**config.mk**
```make
export PLATFORM = sky130hd
export DESIGN_NAME = perf_event_counter_select
export DESIGN_NICKNAME = d
export VERILOG_FILES = /design/src/hw/pec_pkg.sv /design/src/hw/event_decode.sv /design/src/hw/perf_event_counter_select.sv
export VERILOG_INCLUDE_DIRS = /design/src /design/src/hw
export SDC_FILE = /design/constraint.sdc
export NUM_CORES = 1
export LEC_CHECK = 0
export BUFFER_PORTS_ARGS = -buffer_cell sky130_fd_sc_hd__buf_2
export CORE_ASPECT_RATIO = 1.4
export CORE_MARGIN = 1
export CORE_UTILIZATION = 45
export CTS_CLUSTER_DIAMETER = 80
export DETAILED_ROUTE_END_ITERATION = 7
export PLACE_DENSITY_LB_ADDON = 0.3
export SLEW_MARGIN = 20
export SYNTH_ARGS = -nofsm -noshare
export SYNTH_HDL_FRONTEND = slang
export SYNTH_SLANG_ARGS = --single-unit
```
**constraint.sdc**
```tcl
create_clock -name clk -period 6.75 [get_ports clk]
set_clock_uncertainty 0.15 [all_clocks]
set_input_delay 1.35 -clock clk [delete_from_list [all_inputs] [get_ports clk]]
set_output_delay 1.35 -clock clk [all_outputs]
set_load 0.1 [all_outputs]
```
**src/hw/perf_params.svh**
```systemverilog
`ifndef PERF_PARAMS_SVH
`define PERF_PARAMS_SVH

// ****************************************
// Event codes
// ****************************************
`define EV_CYCLES    7'h00
`define EV_INSTR     7'h01
`define EV_BRANCH    7'h02
`define EV_RETURN    7'h03
`define EV_INDIRECT  7'h04
`define EV_INSTRUCTION_TRANSLATION_BUFFER      7'h05
`define EV_DATA_TRANSLATION_BUFFER      7'h06
`define EV_JOINT_TRANSLATION_BUFFER_I    7'h07
`define EV_JOINT_TRANSLATION_BUFFER_D    7'h08
`define EV_CMISS     7'h0D
`define EV_ZERO_DST  7'h11
`define EV_STALL     7'h12
`define EV_SC        7'h13
`define EV_PREFETCH_INSTRUCTION      7'h14
`define EV_SINGLE    7'h17
`define EV_FIXUP     7'h18
`define EV_ITS       7'h20
`define EV_LONG      7'h2C
`define EV_SYS_FIRST 7'h40
`define EV_SYS_LAST  7'h43

// ****************************************
// Widths and reset values
// ****************************************
`define CNT_W        32
`define CNT_MSB      31
`define CNT_RST      32'h0000_0000
`define CNT_ONE      32'h0000_0001
`define SLOTS        20

`endif

```
**src/hw/pec_pkg.sv**
```systemverilog
// ****************************************
// Shared types
// ****************************************
package pec_pkg;
  typedef logic [6:0]  event_code_t;
  typedef logic [31:0] count_t;
  typedef logic [7:0]  tc_id_t;
  typedef logic [3:0]  vp_id_t;
  typedef enum logic [1:0] {
    MT_ALL = 2'b00,
    MT_VP  = 2'b01,
    MT_TC  = 2'b10,
    MT_RSV = 2'b11
  } mt_mode_t;
  typedef enum logic [4:0] {
    SL_CYCLES   = 5'h00, SL_INSTR  = 5'h01, SL_BRANCH = 5'h02,
    SL_RETURN   = 5'h03, SL_INDIR  = 5'h04, SL_INSTRUCTION_TRANSLATION_BUFFER   = 5'h05,
    SL_DATA_TRANSLATION_BUFFER     = 5'h06, SL_JOINT_TRANSLATION_BUFFER_I = 5'h07, SL_JOINT_TRANSLATION_BUFFER_D = 5'h08,
    SL_CMISS    = 5'h09, SL_ZERO   = 5'h0A, SL_STALL  = 5'h0B,
    SL_SC       = 5'h0C, SL_PREFETCH_INSTRUCTION   = 5'h0D, SL_SINGLE = 5'h0E,
    SL_FIXUP    = 5'h0F, SL_ITS    = 5'h10, SL_LONG   = 5'h11,
    SL_SYS      = 5'h12, SL_NONE   = 5'h13
  } slot_t;
endpackage : pec_pkg

```
**src/hw/event_decode.sv**
```systemverilog
`include "perf_params.svh"

// ****************************************
// Event code to slot decode, one counter
// ****************************************
module event_decode #(
  parameter bit CNT1 = 1'b0
) (
  input  wire pec_pkg::event_code_t code,
  output pec_pkg::slot_t            slot,
  output logic                      no_mode
);

  // Map code onto an event slot and mode flag
  always_comb begin
    no_mode = 1'b0;
    case (code)
      `EV_CYCLES: begin
        slot    = pec_pkg::SL_CYCLES;
        no_mode = 1'b1;
      end
      `EV_INSTR:    slot = pec_pkg::SL_INSTR;
      `EV_BRANCH:   slot = pec_pkg::SL_BRANCH;
      `EV_RETURN:   slot = pec_pkg::SL_RETURN;
      `EV_INDIRECT: slot = pec_pkg::SL_INDIR;
      `EV_INSTRUCTION_TRANSLATION_BUFFER:     slot = pec_pkg::SL_INSTRUCTION_TRANSLATION_BUFFER;
      `EV_DATA_TRANSLATION_BUFFER:     slot = pec_pkg::SL_DATA_TRANSLATION_BUFFER;
      `EV_JOINT_TRANSLATION_BUFFER_I:   slot = pec_pkg::SL_JOINT_TRANSLATION_BUFFER_I;
      `EV_JOINT_TRANSLATION_BUFFER_D:   slot = pec_pkg::SL_JOINT_TRANSLATION_BUFFER_D;
      `EV_CMISS:    slot = pec_pkg::SL_CMISS;
      `EV_ZERO_DST: slot = pec_pkg::SL_ZERO;
      `EV_STALL: begin
        slot    = pec_pkg::SL_STALL;
        no_mode = !CNT1;
      end
      `EV_SC:       slot = pec_pkg::SL_SC;
      `EV_PREFETCH_INSTRUCTION:     slot = pec_pkg::SL_PREFETCH_INSTRUCTION;
      `EV_SINGLE:   slot = pec_pkg::SL_SINGLE;
      `EV_FIXUP:    slot = pec_pkg::SL_FIXUP;
      `EV_ITS:      slot = pec_pkg::SL_ITS;
      `EV_LONG:     slot = pec_pkg::SL_LONG;
      default: begin
        if (code >= `EV_SYS_FIRST && code <= `EV_SYS_LAST) begin
          slot    = pec_pkg::SL_SYS;
          no_mode = 1'b1;
        end else begin
          slot = pec_pkg::SL_NONE;
        end
      end
    endcase
  end

endmodule : event_decode

```
**src/hw/perf_event_counter_select.sv**
```systemverilog
`include "perf_params.svh"

module perf_event_counter_select (
  input  wire logic                       clk,
  input  wire logic                       rst_n,
  // Per-counter control
  input  wire pec_pkg::event_code_t [1:0] event_sel,
  input  wire logic [1:0]                 cnt_user,
  input  wire logic [1:0]                 cnt_super,
  input  wire logic [1:0]                 cnt_kernel,
  input  wire logic [1:0]                 cnt_exl,
  input  wire logic [1:0]                 overflow_irq_enable,
  input  wire pec_pkg::mt_mode_t [1:0]    mt_mode,
  input  wire pec_pkg::tc_id_t [1:0]      sel_tc,
  input  wire pec_pkg::vp_id_t [1:0]      sel_vp,
  input  wire logic [1:0]                 cnt_wr,
  input  wire pec_pkg::count_t            cnt_wdata,
  // Current mode of the counted instruction
  input  wire logic                       mode_user,
  input  wire logic                       mode_super,
  input  wire logic                       mode_kernel,
  input  wire logic                       mode_exl,
  // Thread owning each event class
  input  wire pec_pkg::tc_id_t            ev_tc,
  input  wire pec_pkg::vp_id_t            ev_vp,
  input  wire pec_pkg::tc_id_t            fixup_tc,
  input  wire pec_pkg::vp_id_t            fixup_vp,
  input  wire pec_pkg::tc_id_t            sole_tc,
  input  wire pec_pkg::vp_id_t            sole_vp,
  // Pipeline event pulses
  input  wire logic                       instr_done,
  input  wire logic                       branch_done,
  input  wire logic                       branch_mispred,
  input  wire logic                       return_done,
  input  wire logic                       return_mispred,
  input  wire logic                       return_unpred,
  input  wire logic                       indirect_done,
  input  wire logic                       instruction_translation_buffer_access,
  input  wire logic                       instruction_translation_buffer_miss,
  input  wire logic                       instruction_translation_buffer_addr_err,
  input  wire logic                       data_translation_buffer_access,
  input  wire logic                       data_translation_buffer_miss,
  input  wire logic                       joint_translation_buffer_d_access,
  input  wire logic                       joint_translation_buffer_i_miss,
  input  wire logic                       joint_translation_buffer_d_miss,
  input  wire logic                       load_miss,
  input  wire logic                       store_miss,
  input  wire logic                       store_hit_shared,
  input  wire logic                       zero_dst_done,
  input  wire logic                       sc_done,
  input  wire logic                       sc_failed,
  input  wire logic                       prefetch_instruction_done,
  input  wire logic                       prefetch_instruction_uncached,
  input  wire logic                       prefetch_instruction_xlate_err,
  input  wire logic                       prefetch_instruction_hit,
  input  wire logic                       its_load,
  input  wire logic                       its_store,
  input  wire logic                       fetch_stall,
  input  wire logic                       alu_stall,
  input  wire logic                       replay,
  input  wire logic                       one_eligible,
  input  wire logic                       lsu_fixup,
  input  wire logic                       long_stall,
  // Asynchronous system event pins
  input  wire logic [7:0]                 system_event_in,
  // Results
  output pec_pkg::count_t [1:0]           count_q,
  output logic [1:0]                      irq_q
);

  // ****************************************
  // Thread qualification
  // ****************************************
  function automatic logic qual(input pec_pkg::mt_mode_t m, input pec_pkg::tc_id_t st,
                                input pec_pkg::vp_id_t sv, input pec_pkg::tc_id_t t,
                                input pec_pkg::vp_id_t v);
    case (m)
      pec_pkg::MT_ALL: qual = 1'b1;
      pec_pkg::MT_VP:  qual = (sv == v);
      pec_pkg::MT_TC:  qual = (st == t);
      default:         qual = 1'b0;
    endcase
  endfunction : qual

  // ****************************************
  // Pin synchroniser and miss filters
  // ****************************************
  logic [7:0] sys_meta_q;
  logic [7:0] sys_q;
  logic       instruction_translation_buffer_prev_q;
  logic       instruction_translation_buffer_prev_d;
  logic       data_translation_buffer_prev_q;
  logic       data_translation_buffer_prev_d;
  logic       instruction_translation_buffer_miss_ok;
  logic       data_translation_buffer_miss_ok;

  // Two-flop synchroniser for system event pins
  always_ff @(posedge clk) begin
    if (!rst_n) begin
      sys_meta_q <= 8'h00;
      sys_q      <= 8'h00;
    end else begin
      sys_meta_q <= system_event_in;
      sys_q      <= sys_meta_q;
    end
  end

  // Miss history and filtered misses
  always_comb begin
    instruction_translation_buffer_prev_d  = instruction_translation_buffer_miss;
    data_translation_buffer_prev_d  = data_translation_buffer_miss;
    instruction_translation_buffer_miss_ok = instruction_translation_buffer_miss && !instruction_translation_buffer_prev_q && !instruction_translation_buffer_addr_err;
    data_translation_buffer_miss_ok = data_translation_buffer_miss && !data_translation_buffer_prev_q;
  end

  always_ff @(posedge clk) begin
    if (!rst_n) begin
      instruction_translation_buffer_prev_q <= 1'b0;
      data_translation_buffer_prev_q <= 1'b0;
    end else begin
      instruction_translation_buffer_prev_q <= instruction_translation_buffer_prev_d;
      data_translation_buffer_prev_q <= data_translation_buffer_prev_d;
    end
  end

  // ****************************************
  // Event vectors and selection
  // ****************************************
  logic [1:0][`SLOTS-1:0] cond;
  logic [1:0]             inc;
  logic [1:0]             mode_ok;
  pec_pkg::slot_t [1:0]   slot;
  logic [1:0]             no_mode;

  // One decoder per counter
  for (genvar g = 0; g < 2; g++) begin : g_dec
    event_decode #(
      .CNT1 (g == 1)
    ) u_dec (
      .code    (event_sel[g]),
      .slot    (slot[g]),
      .no_mode (no_mode[g])
    );
  end

  // Build event vectors per counter, thread-qualified except cycles, counter 0 stall and system pins
  always_comb begin
    cond = '0;
    for (int i = 0; i < 2; i++) begin
      logic qe;
      logic c1;
      qe = qual(mt_mode[i], sel_tc[i], sel_vp[i], ev_tc, ev_vp);
      c1 = (i == 1);
      mode_ok[i] = (cnt_user[i] && mode_user) || (cnt_super[i] && mode_super) ||
                   (cnt_kernel[i] && mode_kernel) || (cnt_exl[i] && mode_exl);
      cond[i][pec_pkg::SL_CYCLES] = 1'b1;
      cond[i][pec_pkg::SL_INSTR]  = qe && instr_done;
      cond[i][pec_pkg::SL_BRANCH] = qe && branch_done && (!c1 || branch_mispred);
      cond[i][pec_pkg::SL_RETURN] = qe && return_done && (!c1 || return_mispred);
      cond[i][pec_pkg::SL_INDIR]  = qe && (c1 ? return_unpred : indirect_done);
      cond[i][pec_pkg::SL_INSTRUCTION_TRANSLATION_BUFFER]   = qe && (c1 ? instruction_translation_buffer_miss_ok : instruction_translation_buffer_access);
      cond[i][pec_pkg::SL_DATA_TRANSLATION_BUFFER]   = qe && (c1 ? data_translation_buffer_miss_ok : data_translation_buffer_access);
      cond[i][pec_pkg::SL_JOINT_TRANSLATION_BUFFER_I] = qe && (c1 ? joint_translation_buffer_i_miss : instruction_translation_buffer_miss_ok);
      cond[i][pec_pkg::SL_JOINT_TRANSLATION_BUFFER_D] = qe && (c1 ? joint_translation_buffer_d_miss : joint_translation_buffer_d_access);
      cond[i][pec_pkg::SL_CMISS]  = qe && (c1 ? (store_miss || store_hit_shared) : load_miss);
      cond[i][pec_pkg::SL_ZERO]   = qe && !c1 && zero_dst_done;
      cond[i][pec_pkg::SL_STALL]  = c1 ? qe && replay : (fetch_stall || alu_stall);
      cond[i][pec_pkg::SL_SC]     = qe && sc_done && (!c1 || sc_failed);
      cond[i][pec_pkg::SL_PREFETCH_INSTRUCTION]   = qe && prefetch_instruction_done &&
                                    (c1 ? prefetch_instruction_hit : !(prefetch_instruction_uncached || prefetch_instruction_xlate_err));
      cond[i][pec_pkg::SL_SINGLE] = c1 && one_eligible &&
                                    qual(mt_mode[i], sel_tc[i], sel_vp[i], sole_tc, sole_vp);
      cond[i][pec_pkg::SL_FIXUP]  = !c1 && lsu_fixup &&
                                    qual(mt_mode[i], sel_tc[i], sel_vp[i], fixup_tc, fixup_vp);
      cond[i][pec_pkg::SL_ITS]    = qe && (c1 ? its_store : its_load);
      cond[i][pec_pkg::SL_LONG]   = c1 && qe && long_stall;
      // even pins counter 0, odd pins counter 1
      cond[i][pec_pkg::SL_SYS]    = sys_q[{event_sel[i][1:0], c1}];
      // each counter judged on its own
      inc[i] = cond[i][slot[i]] && (no_mode[i] || mode_ok[i]);
    end
  end

  // ****************************************
  // Counters and interrupt request
  // ****************************************
  pec_pkg::count_t [1:0] count_d;
  logic [1:0]            irq_d;

  // Write wins, else step by one
  always_comb begin
    for (int i = 0; i < 2; i++) begin
      count_d[i] = cnt_wr[i] ? cnt_wdata : count_q[i] + (inc[i] ? `CNT_ONE : `CNT_RST);
      // request follows bit 31 and enable
      irq_d[i]   = count_d[i][`CNT_MSB] && overflow_irq_enable[i];
    end
  end

  // clk is the gated core clock
  always_ff @(posedge clk) begin
    if (!rst_n) begin
      count_q <= {`CNT_RST, `CNT_RST};
      irq_q   <= 2'b00;
    end else begin
      count_q <= count_d;
      irq_q   <= irq_d;
    end
  end
endmodule : perf_event_counter_select

```
==> reports/results.ini, run 1 <==
[sta]
max_freq_ghz = 0.177
post-route-period-util_pct = 83.7
slew_violations = 0
fin_crit_ns = 5.65
hold_viol = 0
grt_setup_unrepaired = false
tightestPinTransition_ns = 0.841
slew_headroom_pct = 43.9
setup_tns_ns = 0
setup-violations-final = 0

[final_layout]
mostFrequentLayoutCells = buf_2, dfxtp_1, nand2_1, o21ai_0, and2_1
final_nets = 1125
final_cells = 1112
final_area_um2 = 7410
final_util_pct = 57.9
final_common_cell = buf_2
area.growth.synth_to_final_pct = 25.6
drive_gt1_share_pct = 28.5

[critical_path]
crit_path_start_kind = primary input
critPathKind = in -> reg
cp-end-kind = flop
r2r_cells = 14
crit_top_cell = o21ai_0
reg2reg_from = sys_q[2]$_SDFF_PN0_
reg2reg_slack_ns = 3.31
cp_data_required_time_ns = 6.84
cpLargestDelayFamily = simple AND/OR/NAND/NOR gates
cpPeakStageDelay_ns = 0.60
path_cells = buf_2, mux2_2, o22a_1, o311a_1, or2_0, a31o_2, mux2i_1, o21ai_0, a31o_1, ha_1, nand3_1, nor4_1, nand4_1, or2_2, nor2_1, xnor2_1, o21ai_0, and2_1
arrival_ns = 5.73
crit_buf_inv = 1
reg2reg_to = count_q[23]$_SDFF_PN0_
path_max_fanout = 16
cp_slowest_cell = nor4_1

[cts]
clk_pin_slew_ns = 0.06
cts_sinks = 84
hold_buffers = 0
clk_path_buf_depth = 2
cts_root_buf = clkbuf_16
post_cts_resized = 0
htreeDepth = 3
numCtsBuffers = 9
cts_tree = built
insertion_delay_ns = 0.34
post_cts_buffers = 0

[synthesis]
async_flop_share_pct = 0
synth_ff_type = dfxtp_1
synth_seq_cells = 84
yosys_warnings = 0
synth_cells = 745
synth_cell_types = 76
syn_nets = 919
synth_edf_count = 0
ys_seq_area_share_pct = 28.5
avgSynthCellArea_um2 = 7.92
synth_area_um2 = 5900

[die]
fp-row-count = 49
initial_core_util_pct = 46.1
die_y_um = 138
die_w_um = 98.8
core_area_um2 = 12800
die-area_um2 = 13600
ios = 235

[place]
port_buffers = 234
gp_congestion = 0.893
dp_cells = 1093
dp_hpwl_um = 14400
placed_cell_area_um2 = 7120

[grt]
grt_overflow_total = 0
grt_pass1_wl_um = 27800
grt_max_degree = 84
grtUsageTotal_pct = 26.4
grt_pass1_vias = 5718
antenna_found_initial = 3

[hold_path]
hold-path-endpoint = sys_q[2]$_SDFF_PN0_
holdPathStages = 1
min_from = sys_meta_q[2]$_SDFF_PN0_
hold_path_class = reg -> reg

[power]
power.density_nw_per_um2 = 198
irDropWorstVdd_uv = 182
p_leak_nw = 3.24

[run]
drv_cap = 0

[drt]
drt_iter0_markers = 220
wl_per_cell_um = 16.4
routed_wirelength_um = 18200
ant_nets = 0
vias_per_cell = 5.50
drc_errors = 0
via_count = 6121
dr.pass1.iters = 4

[status]
status = finished clean

per-stage QoR:
stage	setup WS, ns	total power [mW]	hold slack [ns]
detailed placement	0.788	1.00	0.271
floorplan	1.31	0.877	0.262
global placement	0.963	0.999	0.265
CTS	1.11	1.48	0.286
global route	0.721	1.53	0.300
finish	1.10	1.47	0.281
area by class of cell:
cell class,count,area (um2)
antenna,3,7.51
clock buffer,10,239
clock inverter,6,47.5
fill,1266,5400
inverter,12,45.0
multi-input combinational,608,4020
sequential,84,1680
tap,153,191
timing repair buffer,236,1190
cell families after synthesis:
logic type                 after synthesis  synth area share (%)
AOI/OAI and AO/OA                      154                  17.6
xor gates and xnor gates               107                  15.9
adders and majority gates                5                  1.06
buffers and inverters                   53                  3.46
DFF                                     84                  28.5
muxes                                   13                  2.69
and+or+nand+nor                        329                  30.8
power by group:
part           internal, mW  switching (mW)  total (mW)  leakage (nW)
sequential            0.525          0.0299       0.555         0.695
clock                 0.262           0.214       0.476         0.128
combinational         0.130           0.307       0.437          2.42
total                 0.917           0.550        1.47          3.24
how the worst max path moves through the flow:
| stage | start | to | slack, ns | cells after the start |
|---|---|---|---|---|
| floorplan | event_sel[3] | irq_q[0]$_SDFF_PN0_ | 1.31 | 19 |
| global placement | event_sel[2] | irq_q[0]$_SDFF_PN0_ | 0.96 | 18 |
| detailed placement | event_sel[2] | irq_q[0]$_SDFF_PN0_ | 0.79 | 18 |
| CTS | event_sel[2] | count_q[23]$_SDFF_PN0_ | 1.11 | 18 |
| global route | event_sel[2] | count_q[23]$_SDFF_PN0_ | 0.72 | 18 |
| finish | event_sel[2] | count_q[23]$_SDFF_PN0_ | 1.10 | 18 |
metal layers:
| metal | part of all wire [%] | track usage [%] | vias up | routed length, um |
|---|---|---|---|---|
| li1 | - | - | 3057 | - |
| met1 | 39 | 28.6 | 2810 | 7020 |
| met2 | 50 | 48.6 | 221 | 9140 |
| met3 | 8.3 | 6.95 | 33 | 1510 |
| met4 | 2.9 | 11.0 | 0 | 536 |
| met5 | 0 | 0 | - | 0 |
state kept, by name (all words and copies together) (netlist names):
signal	count
count_q	64
irq_q	2
sys_meta_q	8
instruction_translation_buffer_prev_q	1
sys_q	8
data_translation_buffer_prev_q	1
synth_stat cells (all sizes together), types with 7 or more instances:
library cell  instances  area (um2)
dfxtp                84        1680
nor2                 27         101
a211oi                8        60.1
o21a                  8        60.1
clkbuf               34         128
nand4                20         140
and2                 58         363
nor4                 10        77.6
and3                 15        96.3
nor2b                12        75.1
mux2i                 8        80.1
nor3                 14        70.1
buf                   7        31.3
a21oi                23         115
xor2                 53         464
nand2                81         304
inv                  11        41.3
o211a                13         130
o21ai                60         304
xnor2                54         473
nand2b               18         113
nor3b                 7        52.6
nand3                39         208
No activity file was read; power rests on OpenSTA's default activity.
==> inputs of run 2 (changes only) <==
- ABC_AREA: not set -> 1
- clock period: 6.75 -> 5.62 ns (I/O delays scaled with it)
==> run 2 against run 1 <==
Final area increased by 6.8%. Synthesized cell count rose by 37%. Die area rose by 6.4%. Routed wire length up 12%. Utilization up 0.75 points. Critical path depth grew 11. Register-to-register slack got worse by 0.91 ns. Sequential share of layout area is 1.5 points lower. Worst hold slack worse by 0.019 ns. Non-clock buffer count is 1 lower. Critical path type unchanged. Largest power group unchanged. Highest routed layer unchanged.
==> reports/results.ini, run 2 <==
[status]
status = finished clean  ; unchanged

[cts]
clk_pin_slew_ns = 0.06  ; about the same
cts_root_buf = clkbuf_16  ; unchanged
hold_buffers = 0  ; unchanged
numCtsBuffers = 9  ; unchanged
htreeDepth = 3  ; unchanged
clk_path_buf_depth = 2  ; unchanged
insertion_delay_ns = 0.34  ; about the same
post_cts_resized = 0  ; unchanged
cts_tree = built  ; unchanged
cts_sinks = 84  ; unchanged
post_cts_buffers = 0  ; unchanged

[critical_path]
crit_path_start_kind = primary input  ; unchanged
reg2reg_from = instruction_translation_buffer_prev_q$_SDFF_PN0_  ; was sys_q[2]$_SDFF_PN0_
cp_data_required_time_ns = 5.71  ; was 6.84 ns
cpLargestDelayFamily = simple AND/OR/NAND/NOR gates  ; unchanged
path_max_fanout = 8  ; was 16
worstSetupPathDepth = 29  ; was 18
cp-end-kind = flop  ; unchanged
cp-endpoint = count_q[62]$_SDFF_PN0_  ; was count_q[23]$_SDFF_PN0_
arrival_ns = 4.76  ; was 5.73 ns
cp_slowest_cell = nor2_1  ; was nor4_1
critPathLaunch = event_sel[10]  ; was event_sel[2]
cpPeakStageDelay_ns = 0.34  ; was 0.60 ns
reg2reg_to = count_q[62]$_SDFF_PN0_  ; was count_q[23]$_SDFF_PN0_
crit_buf_inv = 2  ; was 1
r2r_cells = 20  ; was 14
reg2reg_slack_ns = 2.40  ; was 3.31 ns
crit_top_cell = nand2_1  ; was o21ai_0
critPathKind = in -> reg  ; unchanged

[synthesis]
synth.area.top_cells = dfxtp_1, nand2_1, inv_1, nor2_1, xnor2_1  ; was dfxtp_1, xnor2_1, xor2_1, and2_1, nand2_1
synth_area_um2 = 6290  ; was 5900 um2
synth.most_common_cell = nand2_1  ; was dfxtp_1
synth_edf_count = 0  ; unchanged
async_flop_share_pct = 0  ; unchanged
syn_nets = 1191  ; was 919
ys_seq_area_share_pct = 26.8  ; was 28.5%
ys_top_cells_by_count = nand2_1, inv_1, nor2_1  ; was dfxtp_1, nand2_1, and2_1, o21ai_0, xnor2_1
yosys_warnings = 0  ; unchanged
synth_seq_cells = 84  ; unchanged
synth_ff_type = dfxtp_1  ; unchanged
avgSynthCellArea_um2 = 6.18  ; was 7.92 um2
synth_cells = 1017  ; was 745
yosys.area.top_type = dfxtp_1  ; unchanged
yosysTopAreaCellShare_pct = 26.8  ; was 28.5%
synth_cell_types = 38  ; was 76

[power]
power.density_nw_per_um2 = 236  ; was 198 nW/um2
switchingPower_mw = 0.716  ; was 0.550 mW
p_clk_share_pct = 32.5  ; was 32.4%
combPwrFrac_pct = 31.1  ; was 29.8%
p_sw_share_pct = 38.3  ; was 37.5%
p_leak_nw = 4.47  ; was 3.24 nW
power_mw = 1.87  ; was 1.47 mW
internal-power_mw = 1.15  ; was 0.917 mW
seq_power_share_pct = 36.4  ; was 37.8%
irDropWorstVdd_uv = 204  ; was 182 uV

[final_layout]
fill_cells = 1396  ; was 1266
register_area_um2 = 1680  ; unchanged
final_util_pct = 58.6  ; was 57.9%
mostFrequentLayoutCells = buf_2, nand2_1, inv_1, nor2_1, dfxtp_1  ; was buf_2, dfxtp_1, nand2_1, o21ai_0, and2_1
area.growth.synth_to_final_pct = 26.0  ; was 25.6%
regMostFlops = count_q  ; unchanged
top_regs = count_q: 64 flops, sys_meta_q: 8 flops, sys_q: 8 flops  ; unchanged
drive_gt1_share_pct = 24.1  ; was 28.5%
final_cells = 1431  ; was 1112
final_common_cell = buf_2  ; unchanged
multiInputGateArea_um2 = 3810  ; was 4020 um2
final_nets = 1416  ; was 1125
largest_reg_flops = 64  ; unchanged

[grt]
grtUsageTotal_pct = 28.4  ; was 26.4%
grt_pass1_vias = 6805  ; was 5718
grt_overflow_total = 0  ; unchanged
grt_max_degree = 50  ; was 84
antenna_found_initial = 3  ; unchanged
grt_pass1_wl_um = 31600  ; was 27800 um

[run]
drv_cap = 0  ; unchanged

[place]
port_buffers = 234  ; unchanged
dp_hpwl_um = 16500  ; was 14400 um
gp_congestion = 0.888  ; was 0.893
dp_cells = 1413  ; was 1093

[die]
core_area_um2 = 13500  ; was 12800 um2
die_y_um = 142  ; was 138 um
ios = 235  ; unchanged
die_w_um = 102  ; was 98.8 um
fp-row-count = 50  ; was 49
die-area_um2 = 14500  ; was 13600 um2
initial_core_util_pct = 46.5  ; was 46.1%

[sta]
slew_violations = 0  ; unchanged
hold_viol = 0  ; unchanged
slew_headroom_pct = 49.8  ; was 43.9%
max_freq_ghz = 0.214
post-route-period-util_pct = 83.1
setup-violations-final = 0  ; unchanged
grt_setup_unrepaired = false  ; unchanged
setup_tns_ns = 0  ; unchanged
tightestPinTransition_ns = 0.754  ; was 0.841 ns
fin_hold_ws_ns = 0.262  ; was 0.281 ns
fin_crit_ns = 4.67

[drt]
dr.pass1.iters = 6  ; was 4
wl_per_cell_um = 14.2  ; was 16.4 um
vias_per_cell = 4.93  ; was 5.50
routed_wirelength_um = 20400  ; was 18200 um
ant_nets = 0  ; unchanged
drt_iter0_markers = 218  ; was 220
via_count = 7054  ; was 6121
drc_errors = 0  ; unchanged

[hold_path]
hold_path_class = reg -> reg  ; unchanged

[run 2: worst min-delay path by stage]
| stage | startpoint | end | slack (ns) | cells after the start |
|---|---|---|---|---|
| 2_1_floorplan | sys_meta_q[0]$_SDFF_PN0_ | sys_q[0]$_SDFF_PN0_ | 0.24 | 2 |
| 3_3_place_gp | sys_meta_q[1]$_SDFF_PN0_ | sys_q[1]$_SDFF_PN0_ | 0.24 | 2 |
| 3_5_place_dp | sys_meta_q[1]$_SDFF_PN0_ | sys_q[1]$_SDFF_PN0_ | 0.25 | 2 |
| 4_1_cts | sys_meta_q[1]$_SDFF_PN0_ | sys_q[1]$_SDFF_PN0_ | 0.26 | 2 |
| 5_1_grt | sys_meta_q[4]$_SDFF_PN0_ | sys_q[4]$_SDFF_PN0_ | 0.29 | 2 |
| 6_report | sys_meta_q[4]$_SDFF_PN0_ | sys_q[4]$_SDFF_PN0_ | 0.26 | 2 |
[run 2: layout make-up]
cell class / count / share of cell area [%]
Timing Repair Buffer: 235 / 14.9
Antenna cell: 2 / 0.0632
Clock buffer: 12 / 3.24
Inverter: 190 / 9.00
Tap cell: 182 / 2.87
Clock inverter: 4 / 0.600
Multi-Input combinational cell: 722 / 48.1
Sequential cell: 84 / 21.2
[run 2: logic make-up (layout without fill, tap and decap cells)]
family	Yosys count	after routing	share of synthesized area (%)
other	0	2	0
xor gates and xnor gates	81	81	11.3
adders and majority gates	5	5	0.995
and+or+nand+nor	495	495	36.4
buffers and inverters	211	441	12.6
AOI/OAI and AO/OA	141	141	11.9
DFF	84	84	26.8
[run 2: stage by stage]
step | worst slack (ns) | cell area, um2
final | 0.951 | 7920
after global routing | 0.555 | 7920
after CTS | 0.971 | 7920
after detailed placement | 0.618 | 7610
after global placement | 0.627 | 7610
after floorplan | 1.13 | 6290
[run 2: power by group through the flow]
stage	clock, mW	combinational (mW)	sequential (mW)
floorplan	0	0.190	0.916
finish	0.606	0.581	0.681
global placement	0	0.577	0.693
CTS	0.612	0.582	0.680
detailed placement	0	0.579	0.693
global route	0.636	0.627	0.685
[run 2: per-layer routing]
metal	GRT usage, %	routed length (um)	vias up
met5	0	0	-
met3	8.08	1780	45
met2	54.3	10700	262
li1	-	-	3647
met1	26.5	7130	3100
met4	14.7	812	0
[run 2: worst reg2reg max path: stages (launching register included)]
cell      delay [ns]
dfxtp_1         0.30
nor3_1          0.26
nand3_1         0.11
nand3_1         0.08
nand3_1         0.07
nand3_1         0.08
nand2_1         0.05
a21oi_1         0.14
ha_1            0.20
ha_1            0.18
nand3_1         0.15
nand3b_4        0.20
nor2_2          0.15
nand3_2         0.14
nor2_4          0.16
nand2_1         0.13
nor2_1          0.17
nand3_1         0.11
xnor2_1         0.14
o21ai_1         0.11
inv_1           0.05
==> inputs of run 3 (changes only) <==
- ABC_AREA: 1 -> 0
- clock period: 5.62 -> 4.3 ns (I/O delays scaled with it)
==> run 3 against run 2 <==
Worst hold slack better by 0.019 ns. Clock power up 24%. First-iteration DRC count fell by 13%. Non-clock buffer count grew 104. Final area rose by 6.9%. Power rose by 28%. Die area shrank 6.0%. Via count shrank 6.1%. Routed wire length fell by 5.5%. Sequential share of layout area shrank 1.4 points. Highest routed layer is now met5.
==> reports/results.ini, run 3 (synthesis results as in run 1) <==
[power]
seq_power_share_pct = 36.5  ; was 36.4%
power_mw = 2.39  ; was 1.87 mW
p_clk_share_pct = 31.4  ; was 32.5%
internal-power_mw = 1.53  ; was 1.15 mW
switchingPower_mw = 0.861  ; was 0.716 mW
irDropWorstVdd_uv = 282  ; was 204 uV
combPwrFrac_pct = 32.1  ; was 31.1%
p_leak_nw = 3.85  ; was 4.47 nW
power.density_nw_per_um2 = 283  ; was 236 nW/um2
p_sw_share_pct = 36.0  ; was 38.3%

[sta]
tightestPinTransition_ns = 0.842  ; was 0.754 ns
setup_tns_ns = 0  ; unchanged
setup-violations-final = 0  ; unchanged
fin_hold_ws_ns = 0.281  ; was 0.262 ns
hold_viol = 0  ; unchanged
slew_violations = 0  ; unchanged
grt_setup_unrepaired = true  ; was false
slew_headroom_pct = 43.8  ; was 49.8%
post-route-period-util_pct = 97.4
fin_crit_ns = 4.19
max_freq_ghz = 0.239

[grt]
grtUsageTotal_pct = 27.1  ; was 28.4%
grtUsageMet1_pct = 27.9  ; was 26.5%
antenna_found_initial = 2  ; was 3
grt_pass1_wl_um = 29000  ; was 31600 um
grt_use_met2_pct = 50.4  ; was 54.3%
grt_pass1_vias = 6172  ; was 6805
grt_max_degree = 54  ; was 50
grt.busiest_layer = met2  ; unchanged
grt_overflow_total = 0  ; unchanged
grtUsageMet3_pct = 6.49  ; was 8.08%

[critical_path]
cp-end-kind = flop  ; unchanged
crit_path_start_kind = primary input  ; unchanged
critPathLaunch = event_sel[3]  ; was event_sel[10]
cp_data_required_time_ns = 4.38  ; was 5.71 ns
r2r_cells = 14  ; was 20
path_max_fanout = 7  ; was 8
path_cells = buf_2, xnor2_1, nor4b_2, o21a_1, or2_4, mux2_2, a2111oi_2, o21ai_1, a31o_4, ha_1, nand3_1, nor2b_2, nor2b_1, buf_4, nand3_1, xor2_1, o21ai_0, and2_1
reg2reg_from = instruction_translation_buffer_prev_q$_SDFF_PN0_  ; unchanged
crit_top_cell = nand3_1  ; was nand2_1
cp_slowest_cell = nor4b_2  ; was nor2_1
reg2reg_to = count_q[63]$_SDFF_PN0_  ; was count_q[62]$_SDFF_PN0_
critPathKind = in -> reg  ; unchanged
reg2reg_slack_ns = 1.28  ; was 2.40 ns
cpPeakStageDelay_ns = 0.40  ; was 0.34 ns
arrival_ns = 4.27  ; was 4.76 ns

[cts]
insertion_delay_ns = 0.33  ; was 0.34 ns
htreeDepth = 3  ; unchanged
clk_pin_slew_ns = 0.06  ; about the same
clk_path_buf_depth = 2  ; unchanged
cts_root_buf = clkbuf_16  ; unchanged
cts_sinks = 84  ; unchanged
cts_tree = built  ; unchanged
numCtsBuffers = 9  ; unchanged

[place]
port_buffers = 234  ; unchanged
dp_cells = 1192  ; was 1413
dp_hpwl_um = 15200  ; was 16500 um
gp_congestion = 0.915  ; was 0.888

[drt]
wl_per_cell_um = 15.9  ; was 14.2 um
ant_nets = 0  ; unchanged
via_count = 6625  ; was 7054
routed_wirelength_um = 19200  ; was 20400 um
drc_errors = 0  ; unchanged
drt_iter0_markers = 190  ; was 218
dr.pass1.iters = 4  ; was 6
vias_per_cell = 5.46  ; was 4.93

[final_layout]
register_area_um2 = 1680  ; unchanged
final_common_cell = buf_2  ; unchanged
final_cells = 1213  ; was 1431
top_regs = count_q: 64 flops, sys_meta_q: 8 flops, sys_q: 8 flops  ; unchanged
drive_gt1_share_pct = 38.4  ; was 24.1%
fill_cells = 1148  ; was 1396
mostFrequentLayoutCells = buf_2, buf_4, dfxtp_1, nand2_1, and2_1  ; was buf_2, nand2_1, inv_1, nor2_1, dfxtp_1
largest_reg_flops = 64  ; unchanged
regMostFlops = count_q  ; unchanged
area.growth.synth_to_final_pct = 43.4  ; was 26.0%
final_nets = 1228  ; was 1416
multiInputGateArea_um2 = 4250  ; was 3810 um2

[die]
die_w_um = 98.8  ; was 102 um
die-area_um2 = 13600  ; was 14500 um2
fp-row-count = 49  ; was 50
ios = 235  ; unchanged
core_area_um2 = 12800  ; was 13500 um2
initial_core_util_pct = 46.1  ; was 46.5%
die_y_um = 138  ; was 142 um

[hold_path]
min_from = sys_meta_q[4]$_SDFF_PN0_  ; unchanged
holdPathStages = 1  ; was 2
hold-path-endpoint = sys_q[4]$_SDFF_PN0_  ; unchanged
hold_path_class = reg -> reg  ; unchanged

[run]
drv_cap = 0  ; unchanged

[status]
status = finished clean  ; unchanged

[run 3: cell types whose count changed in the layout (fill, tap and decap cells not counted), moves of 17 or more]
cell / delta
and2_1: +58
nand3_1: -39
inv_1: -177
nand2_1: -137
nor2_1: -83
nand2b_1: +17
a21oi_1: -31
buf_4: +102
[run 3: how the worst max path moves through the flow]
stage / end / slack, ns / depth (start not counted)
6_report: count_q[25]$_SDFF_PN0_ / 0.11 / 18
3_3_place_gp: count_q[29]$_SDFF_PN0_ / -0.37 / 18
3_5_place_dp: count_q[25]$_SDFF_PN0_ / -0.43 / 18
5_1_grt: count_q[27]$_SDFF_PN0_ / -0.09 / 19
4_1_cts: count_q[23]$_SDFF_PN0_ / 0.03 / 19
2_1_floorplan: irq_q[0]$_SDFF_PN0_ / -0.11 / 19
[run 3: cell type report]
cell class	instances	area share [%]
multi-input cells	608	50.2
repair buffers	339	23.6
flip-flops and latches	84	19.9
clock buffers	12	3.15
well taps	153	2.26
inverters	12	0.532
clock inverters	4	0.384
diodes	1	0.0296
[run 3: routing by layer]
metal / part of all wire (%) / vias up
met4: 4.6 / 2
li1: - / 3258
met2: 50 / 256
met3: 7.6 / 62
met5: 0.052 / -
met1: 37 / 3047
[run 3: timing repair]
action,4_1_cts,5_1_grt
buffers inserted,0,4
resized for setup,3,37
endpoints found under the setup margin,6,33
pin swaps,0,26
endpoints found under the hold margin,0,0
hold buffers,0,0
[run 3: power groups by stage]
stage | Combinational (mW) | Sequential, mW | Clock (mW)
6_report | 0.767 | 0.873 | 0.751
5_1_grt | 0.815 | 0.878 | 0.800
4_1_cts | 0.756 | 0.872 | 0.765
3_5_place_dp | 0.751 | 0.889 | 0
3_3_place_gp | 0.744 | 0.888 | 0
2_1_floorplan | 0.236 | 1.15 | 0
[run 3: metrics by stage]
stage               setup WS [ns]  cell area [um2]  util [%]
global placement           -0.371             7990      62.3
floorplan                  -0.106             6050         -
detailed placement         -0.429             7990      62.3
CTS                        0.0287             8300      64.8
global route              -0.0854             8460      66.0
finish                      0.112             8470      66.1
[run 3: worst max-delay path: cells and delay by family]
family | cells | cell delay [ns]
compound gates | 5 | 1.07
simple gates | 7 | 1.15
mux | 1 | 0.34
buf+inv | 2 | 0.30
xor+xnor | 2 | 0.31
fa+ha+maj | 1 | 0.22
